===== config.mk =====
export PLATFORM = sky130hd
export DESIGN_NAME = source_sched_regs
export DESIGN_NICKNAME = d
export VERILOG_FILES = /design/src/sched_regs_pkg.sv /design/src/soft_err_counter.sv /design/src/burst_sched.sv /design/src/source_sched_regs.sv
export SDC_FILE = /design/constraint.sdc
export NUM_CORES = 1
export LEC_CHECK = 0
export BUFFER_PORTS_ARGS = -buffer_cell sky130_fd_sc_hd__clkbuf_2
export CAP_MARGIN = 10
export CORE_ASPECT_RATIO = 0.75
export CORE_MARGIN = 8
export CORE_UTILIZATION = 42
export CTS_CLUSTER_DIAMETER = 200
export CTS_CLUSTER_SIZE = 16
export DETAILED_ROUTE_END_ITERATION = 7
export GPL_ROUTABILITY_DRIVEN = 0
export SLEW_MARGIN = 20
export SYNTH_ARGS = -nofsm -noshare
export SYNTH_HDL_FRONTEND = slang
export SYNTH_SLANG_ARGS = --single-unit
export TNS_END_PERCENT = 50

===== constraint.sdc =====
create_clock -name clk_i -period 2 [get_ports clk_i]
set_clock_uncertainty 0.1 [all_clocks]
set_input_delay 0.3 -clock clk_i [delete_from_list [all_inputs] [get_ports clk_i]]
set_output_delay 0.3 -clock clk_i [all_outputs]
set_load 0.01 [all_outputs]

===== src/sched_regs_pkg.sv =====
// Package: offsets, fields, reset values and sizes of the scheduler register bank
package sched_regs_pkg;
  // Register byte offsets
  localparam logic [11:0] OFF_THRESH = 12'hf10;
  localparam logic [11:0] OFF_WEIGHT = 12'hf14;
  localparam logic [11:0] OFF_CNT1 = 12'hf18;
  localparam logic [11:0] OFF_CNT2 = 12'hf1c;
  localparam logic [11:0] OFF_CNT3 = 12'hf20;
  localparam logic [11:0] OFF_CNT6 = 12'hf2c;
  localparam logic [11:0] OFF_INJECT = 12'hf30;
  // Threshold fields
  localparam int THR_W = 11;
  localparam int RESUME_LSB = 0;
  localparam int PAUSE_LSB = 16;
  localparam logic [10:0] THR_RESET = 11'h7ff;
  // Weight fields: one nibble per queue, top bit reserved
  localparam int NQ = 8;
  localparam int WGT_W = 3;
  localparam int WGT_STRIDE = 4;
  localparam logic [2:0] WGT_RESET = 3'h0;
  // Counters
  localparam int CNT_W = 8;
  localparam int NCNT = 13;
  localparam logic [7:0] CNT_RESET = 8'h00;
  localparam logic [7:0] CNT_MAX = 8'hff;
  // Counter index map
  localparam int CI_TLPID0 = 9;
  localparam int CI_TLPID1 = 10;
  localparam int CI_SQLL = 11;
  localparam int CI_RETRY = 12;
  // Injection bits
  localparam int INJ_W = 6;
  localparam int INJ_SINGLE = 0;
  localparam int INJ_DOUBLE = 1;
  localparam int INJ_FIELD = 2;
  localparam int INJ_STRIDE = 3;
  localparam logic [5:0] INJ_RESET = 6'h00;
  // TLP count width
  localparam int TLPC_W = 11;
endpackage


===== src/soft_err_counter.sv =====
// Saturating 8-bit soft-error counter
`timescale 1ns/100ps
module soft_err_counter (
  // Clock and reset
  input wire logic clk_i,
  input wire logic rst_n_i,
  // Event and value
  input wire logic corr_i,
  output logic [sched_regs_pkg::CNT_W-1:0] count_o
);
  import sched_regs_pkg::*;
  logic [CNT_W-1:0] cnt_q, cnt_d;

  // Count corrected errors, stick at the top rather than wrap back to zero
  always_comb begin
    cnt_d = cnt_q;
    if (corr_i && cnt_q != CNT_MAX) begin
      cnt_d = cnt_q + 8'h01;
    end
  end

  always_ff @(posedge clk_i) begin
    if (!rst_n_i) begin
      cnt_q <= CNT_RESET;
    end else begin
      cnt_q <= cnt_d;
    end
  end

  assign count_o = cnt_q;
endmodule // soft_err_counter


===== src/burst_sched.sv =====
// Per-queue burst scheduler: up to weight+1 back-to-back grants while other queues wait
`timescale 1ns/100ps
module burst_sched (
  // Clock and reset
  input wire logic clk_i,
  input wire logic rst_n_i,
  // Control
  input wire logic [sched_regs_pkg::WGT_W-1:0] weight_i,
  input wire logic own_dest_i,
  input wire logic req_i,
  input wire logic others_i,
  input wire logic enable_i,
  input wire logic turn_i,
  // Status
  output logic issue_o,
  output logic yield_o
);
  import sched_regs_pkg::*;
  logic [WGT_W:0] sent_q, sent_d;
  logic [WGT_W:0] limit;

  // Own-destination queue never issues: a port does not send to itself
  assign limit = {1'b0, weight_i} + 4'h1;
  assign issue_o = turn_i && req_i && enable_i && !own_dest_i;
  // Yield when burst is spent and others wait, or when nothing to send
  assign yield_o = turn_i && (!req_i || own_dest_i ||
                   (others_i && (sent_q + 4'h1 >= limit)));

  // Stop counting at the last slot: a lone queue streams without wrapping
  always_comb begin
    sent_d = sent_q;
    if (yield_o) begin
      sent_d = '0;
    end else if (issue_o && (sent_q + 4'h1 < limit)) begin
      sent_d = sent_q + 4'h1;
    end
  end

  always_ff @(posedge clk_i) begin
    if (!rst_n_i) begin
      sent_q <= '0;
    end else begin
      sent_q <= sent_d;
    end
  end
endmodule // burst_sched


===== src/source_sched_regs.sv =====
// Source scheduler weight, thresholds, soft-error counters and injection
`timescale 1ns/100ps
module source_sched_regs (
  // Clock and reset
  input wire logic clk_i,
  input wire logic rst_n_i,
  // Register port
  input wire logic reg_wr_i,
  input wire logic reg_rd_i,
  input wire logic [11:0] reg_addr_i,
  input wire logic [31:0] reg_wdata_i,
  output logic [31:0] reg_rdata_o,
  // Port identity: station-leading ports carry error logic
  input wire logic lead_port_i,
  // Arbitration table reload
  input wire logic load_arb_i,
  input wire logic [31:0] arb_weights_i,
  // Egress TLP count
  input wire logic [sched_regs_pkg::TLPC_W-1:0] tlp_count_i,
  // Source queues
  input wire logic [sched_regs_pkg::NQ-1:0] q_req_i,
  input wire logic [sched_regs_pkg::NQ-1:0] own_dest_i,
  input wire logic [sched_regs_pkg::NQ-1:0] q_turn_i,
  output logic [sched_regs_pkg::NQ-1:0] q_issue_o,
  output logic [sched_regs_pkg::NQ-1:0] q_yield_o,
  output logic sched_enable_o,
  // Corrected-error events from RAM ECC
  input wire logic [sched_regs_pkg::NCNT-1:0] corr_i,
  // Injection requests to link-list RAM instances 0 and 1
  output logic [1:0] inj_single_o,
  output logic [1:0] inj_double_o,
  output logic [1:0] inj_data_sel_o
);
  import sched_regs_pkg::*;

  logic [THR_W-1:0] resume_q, resume_d, pause_q, pause_d;
  logic [NQ*WGT_STRIDE-1:0] wgt_q, wgt_d;
  logic [INJ_W-1:0] inj_q, inj_d;
  logic en_q, en_d;
  logic [1:0] sgl_q, sgl_d, dbl_q, dbl_d;
  logic [NCNT*CNT_W-1:0] cnt;
  logic [NCNT-1:0] corr_g;
  logic [31:0] rdata_q, rdata_d;
  logic wr_thr, wr_wgt, wr_inj;

  assign wr_thr = reg_wr_i && reg_addr_i == OFF_THRESH;
  assign wr_wgt = reg_wr_i && reg_addr_i == OFF_WEIGHT;
  assign wr_inj = reg_wr_i && reg_addr_i == OFF_INJECT && lead_port_i;

  // Threshold and weight registers; reserved weight bits forced to zero
  always_comb begin
    resume_d = resume_q;
    pause_d = pause_q;
    wgt_d = wgt_q;
    if (wr_thr) begin
      resume_d = reg_wdata_i[RESUME_LSB +: THR_W];
      pause_d = reg_wdata_i[PAUSE_LSB +: THR_W];
    end
    // Table reload wins over a register write in the same cycle
    if (load_arb_i) begin
      for (int i = 0; i < NQ; i++) begin
        wgt_d[i*WGT_STRIDE +: WGT_STRIDE] =
          {1'b0, arb_weights_i[i*WGT_STRIDE +: WGT_W]};
      end
    end else if (wr_wgt) begin
      for (int i = 0; i < NQ; i++) begin
        wgt_d[i*WGT_STRIDE +: WGT_STRIDE] =
          {1'b0, reg_wdata_i[i*WGT_STRIDE +: WGT_W]};
      end
    end
  end

  always_ff @(posedge clk_i) begin
    if (!rst_n_i) begin
      resume_q <= THR_RESET;
      pause_q <= THR_RESET;
      wgt_q <= '0;
    end else begin
      resume_q <= resume_d;
      pause_q <= pause_d;
      wgt_q <= wgt_d;
    end
  end

  // Hysteresis gate; a gap between thresholds avoids enable chatter
  always_comb begin
    en_d = en_q;
    if (en_q && tlp_count_i >= pause_q) begin
      en_d = 1'b0;
    end else if (!en_q && tlp_count_i < resume_q) begin
      en_d = 1'b1;
    end
  end

  always_ff @(posedge clk_i) begin
    if (!rst_n_i) begin
      en_q <= 1'b1;
    end else begin
      en_q <= en_d;
    end
  end

  assign sched_enable_o = en_q;

  // One burst scheduler per source queue
  for (genvar g = 0; g < NQ; g++) begin : g_sched
    burst_sched u_sched (
      .clk_i(clk_i),
      .rst_n_i(rst_n_i),
      .weight_i(wgt_q[g*WGT_STRIDE +: WGT_W]),
      .own_dest_i(own_dest_i[g]),
      .req_i(q_req_i[g]),
      .others_i(|(q_req_i & ~own_dest_i & ~(8'h01 << g))),
      .enable_i(en_q),
      .turn_i(q_turn_i[g]),
      .issue_o(q_issue_o[g]),
      .yield_o(q_yield_o[g])
    );
  end

  // Counters count only on leading ports; no path loads them
  assign corr_g = corr_i & {NCNT{lead_port_i}};
  for (genvar c = 0; c < NCNT; c++) begin : g_cnt
    soft_err_counter u_cnt (
      .clk_i(clk_i),
      .rst_n_i(rst_n_i),
      .corr_i(corr_g[c]),
      .count_o(cnt[c*CNT_W +: CNT_W])
    );
  end

  // Injection register; a toggle pulses on any written change of value
  always_comb begin
    inj_d = inj_q;
    if (wr_inj) begin
      inj_d = reg_wdata_i[INJ_W-1:0];
    end
    for (int k = 0; k < 2; k++) begin
      sgl_d[k] = inj_d[k*INJ_STRIDE+INJ_SINGLE] !=
                 inj_q[k*INJ_STRIDE+INJ_SINGLE];
      dbl_d[k] = inj_d[k*INJ_STRIDE+INJ_DOUBLE] !=
                 inj_q[k*INJ_STRIDE+INJ_DOUBLE];
    end
  end

  always_ff @(posedge clk_i) begin
    if (!rst_n_i) begin
      inj_q <= INJ_RESET;
      sgl_q <= 2'h0;
      dbl_q <= 2'h0;
    end else begin
      inj_q <= inj_d;
      sgl_q <= sgl_d;
      dbl_q <= dbl_d;
    end
  end

  assign inj_single_o = sgl_q;
  assign inj_double_o = dbl_q;
  // Select is applied with the pulse: 0 check bits, 1 data bits
  assign inj_data_sel_o = {inj_q[INJ_STRIDE+INJ_FIELD],
                           inj_q[INJ_FIELD]};

  // Read mux, registered; unmapped and absent registers read zero
  always_comb begin
    rdata_d = rdata_q;
    if (reg_rd_i) begin
      rdata_d = 32'h0000_0000;
      case (reg_addr_i)
        OFF_THRESH: begin
          rdata_d[RESUME_LSB +: THR_W] = resume_q;
          rdata_d[PAUSE_LSB +: THR_W] = pause_q;
        end
        OFF_WEIGHT: rdata_d = wgt_q;
        OFF_CNT1: if (lead_port_i) rdata_d = cnt[0 +: 32];
        OFF_CNT2: if (lead_port_i) rdata_d = cnt[32 +: 32];
        OFF_CNT3: begin
          if (lead_port_i) begin
            rdata_d = {8'h00, cnt[CI_TLPID1*CNT_W +: CNT_W],
                       cnt[CI_TLPID0*CNT_W +: CNT_W], 8'h00};
          end
        end
        OFF_CNT6: begin
          if (lead_port_i) begin
            rdata_d = {cnt[CI_RETRY*CNT_W +: CNT_W],
                       cnt[CI_SQLL*CNT_W +: CNT_W], 16'h0000};
          end
        end
        OFF_INJECT: if (lead_port_i) rdata_d = {26'h0, inj_q};
        default: rdata_d = 32'h0000_0000;
      endcase
    end
  end

  always_ff @(posedge clk_i) begin
    if (!rst_n_i) begin
      rdata_q <= 32'h0000_0000;
    end else begin
      rdata_q <= rdata_d;
    end
  end

  assign reg_rdata_o = rdata_q;
endmodule // source_sched_regs


==> reports/qor.yml <==
sta:
  worst_slew_pin_slew_ns: 0.505
  slew_headroom_pct: 66.3
  highest_achievable_clock_rate_ghz: 0.386
  number_of_slew_limit_violations_in_the_final_report: 0
  timing.final.setup_violations: 27
  worst_slack_ns: -0.589
  timing_hold_violations_final: 0
  timing.final.crit_share_pct: 129
  rsz0062_at_grt: "yes"
  shortest_clock_period_the_worst_path_allows_after_layout_ns: 2.59
  hold-worst-slack_ns: 0.00468
synthesis:
  netlist_top_cells_count: "217 x dfxtp_1, 157 x nor2_1, 130 x nand2_1, 91 x nand3_1, 81 x ha_1"
  mappedNetlistNets: 1636
  synth_warnings: 0
  postSynthRegisterBits: 217
  synthCells: 1425
  netlist.area_leader.share_pct: 35.4
  postSynthAreaPerCell_sq_um: 8.62
  synth_enable_flop_cells: 0
  netlist_top_cells_area: "dfxtp_1 35%, ha_1 8.2%, nor2_1 4.8%, xnor2_1 4.8%, nand2_1 4.0%"
  yosys.area.top_type: "dfxtp_1"
  post_synth_and_or_nand_nor_area_fraction_pct: 21.4
  synth.yosys.seq_area_share_pct: 35.4
  synth_compound_gate_area_share_pct: 17.9
  largest_family_of_logic_cells_by_synthesized_area: "simple AND/OR/NAND/NOR gates"
  postSynth.asyncResetShare_pct: 0
  synth_fa_ha_area_share_pct: 8.25
  ys.flop_type: "dfxtp_1"
  mappedNetlistArea_sq_um: 12300
  mux_cell_area_share_after_synthesis_pct: 3.52
  yosys.area_share.xor_xnor_pct: 8.41
  synth.distinct_cells: 67
  yosysMostFrequentCell: "dfxtp_1"
global_route:
  grt_overflow: 0
  grt_max_degree: 93
  global_route_wire_length_before_repair_mm: 61.0
  grt_antenna_before_repair: 0
  grt_pass1_vias: 11234
  global_route.usage.total_pct: 21.8
clock_network:
  clkSlewWorstSetupHoldPaths_ns: 0.08
  cts_max_level: 1
  ctsLongestPathBuffers: 3
  clkLatencyLatePin_ns: 0.50
  numClockSinks: 217
  tritoncts_clock_tree: "done"
  root_buffer: "clkbuf_16"
  cts_buffers: 17
power_and_ir_drop:
  swShare_pct: 27.6
  power.clock.fraction_pct: 33.7
  p_int_mw: 6.76
  power.density_cell_area_nw_per_um2: 580
  sequentialPowerShare_pct: 48.4
  power.net_switching_mw: 2.58
  power.static_leakage_nw: 6.44
  max-vdd-ir-drop_uv: 457
  comb_power_share_pct: 17.9
route:
  final_ant_viol_nets: 0
  drt_pre_antenna_iters: 5
  wl_mm: 39.6
  route.vias.total: 11623
  first_iter_violations: 919
  vias_per_cell: 5.49
  wire_per_inst_um: 18.7
  post-route-drc-count: 0
die:
  initial_utilization_pct: 42.5
  die_width_um: 214
  placement_rows: 54
  total_die_area_sq_um: 35000
  design.portCount: 185
  die_h_um: 164
  core_area_sq_um: 28900
worst_setup_path:
  critPathArrivalTime_ns: 2.19
  reg2reg_to: "g_sched[2].u_sched.sent_q[2]"
  crit_path_end: "q_yield_o[7]"
  timing.reg2reg.worst_path_depth: 12
  worstPathRequired_ns: 1.60
  setup.worst_path.start: "g_sched[7].u_sched.sent_q[1]"
  critical_path_peak_fanout: 2
  r2r_setup_slack_ns: -0.16
  critical_path.reg2reg.startpoint: "g_sched[2].u_sched.sent_q[0]"
  path_class: "register to output port"
  endpoint_kind: "output port"
  timing.critical_path.from_type: "register"
placement:
  number_of_port_buffers: 171
  hpwl_mm: 30.5
worst_hold_path:
  min_path_type: "input port to register"
status:
  run_status: "complete, but fails checks"
  failed_checks: "negative setup slack"
layout:
  nets: 1935
  n_antenna_cell: 0
  area_growth_pct: 31.0
  drive_gt1_share_pct: 30.9
  final_util_pct: 55.7
  fillCellCount: 2701
job:
  max-cap-violations: 0
-- critical path, cell delays in order (launching register included) --
cell and delay, ns:
dfxtp_2 0.36, buf_4 0.12, nand3_2 0.09, xnor2_1 0.14, ha_1 0.31, a41oi_1 0.27, nand3_2 0.14, and2_1 0.16
clkbuf_2 0.12
-- sequential cells by signal (all words and copies together), names as in the netlist --
| signal | flops |
|---|---|
| g_cnt.u_cnt.count_o | 96 |
| g_sched.u_sched.sent_q | 32 |
| inj_double_o | 2 |
| inj_q | 6 |
| inj_single_o | 2 |
| pause_q | 11 |
| reg_rdata_o | 32 |
| resume_q | 11 |
| sched_enable_o | 1 |
| wgt_q | 24 |
-- cells in the final DEF (no fill, tap or decap), types with 8 or more instances in the layout --
cell type	count
nand3b_1	9
a22oi_1	11
a21oi_1	46
o21a_1	9
o21ai_0	48
nand4_1	21
mux2i_1	41
a211oi_2	24
clkbuf_16	17
a41oi_1	9
buf_4	146
xnor2_1	61
nand3_1	81
nor2_1	152
nor2b_1	9
nand2_1	128
o211ai_1	28
buf_12	13
dfxtp_1	179
and2_1	8
a221oi_1	22
clkbuf_2	169
ha_1	57
xor2_1	46
o41a_1	8
dlygate4sd3_1	14
nor3_1	37
dfxtp_2	31
inv_1	49
buf_6	12
a31oi_1	13
or3_1	14
ha_4	24
a222oi_1	12
nor2b_4	8
nand2b_1	17
-- power by group through the flow --
| stage | logic [mW] | clock network, mW | registers, mW |
|---|---|---|---|
| after floorplan | 0.823 | 0 | 4.60 |
| after global placement | 1.42 | 0 | 4.61 |
| after detailed placement | 1.44 | 0 | 4.62 |
| after CTS | 1.61 | 3.23 | 4.52 |
| after global routing | 1.80 | 3.37 | 4.53 |
| final | 1.67 | 3.15 | 4.52 |
-- kinds of logic after synthesis --
kind of cell / count (synthesis)
AOI/OAI and AO/OA: 292
adders and majority gates: 81
muxes: 43
and+or+nand+nor: 542
DFF: 217
buffers and inverters: 132
xor gates and xnor gates: 118
-- per-layer routing --
metal | global-route usage [%] | wire (um) | vias to the layer above
li1 | - | - | 5712
met1 | 31.2 | 18800 | 5523
met4 | 6.00 | 970 | 0
met3 | 3.68 | 2690 | 59
met5 | 0 | 0 | -
met2 | 33.2 | 17100 | 329
-- stage by stage --
stage / area (sq um) / cells / power (mW) / setup WS [ns] / TNS, ns
after floorplan: 12600 / 1425 / 5.42 / -0.143 / -4.43
after global placement: 14800 / 2062 / 6.04 / -0.291 / -12.51
after detailed placement: 14800 / 2062 / 6.06 / -0.334 / -14.46
after CTS: 15800 / 2112 / 9.36 / -0.587 / -7.51
after global routing: 16100 / 2116 / 9.70 / -0.670 / -9.06
final: 16100 / 2116 / 9.34 / -0.589 / -6.20
-- worst min-delay path by stage --
stage / start / to / slack (ns) / cells past startpoint
after floorplan: reg_wdata_i[16] / pause_q[0] / 0.32 / 2
after global placement: reg_rdata_o[3] / reg_rdata_o[3] / 0.36 / 2
after detailed placement: reg_rdata_o[7] / reg_rdata_o[7] / 0.37 / 2
after CTS: reg_wdata_i[16] / pause_q[0] / 0.004 / 3
after global routing: reg_wdata_i[17] / pause_q[1] / 0.02 / 3
final: reg_wdata_i[16] / pause_q[0] / 0.005 / 3
-- final cells by class --
| type | count | area (sq um) | share of cell area [%] |
|---|---|---|---|
| clock inverters | 2 | 17.5 | 0.109 |
| clock buffers | 17 | 425 | 2.64 |
| multi-input cells | 1076 | 8050 | 50.0 |
| flip-flops and latches | 217 | 4410 | 27.4 |
| well taps | 392 | 490 | 3.05 |
| repair buffers | 355 | 2490 | 15.5 |
| inverters | 57 | 216 | 1.34 |
-- timing repair --
| item | CTS | global route |
|---|---|---|
| resized for setup | 53 | 64 |
| endpoints found under the hold margin | 15 | 0 |
| hold buffers | 14 | 0 |
| pin swaps | 35 | 35 |
| setup endpoints to repair | 17 | 38 |
| buffers inserted | 17 | 11 |
No activity file was read; power rests on OpenSTA's default activity.
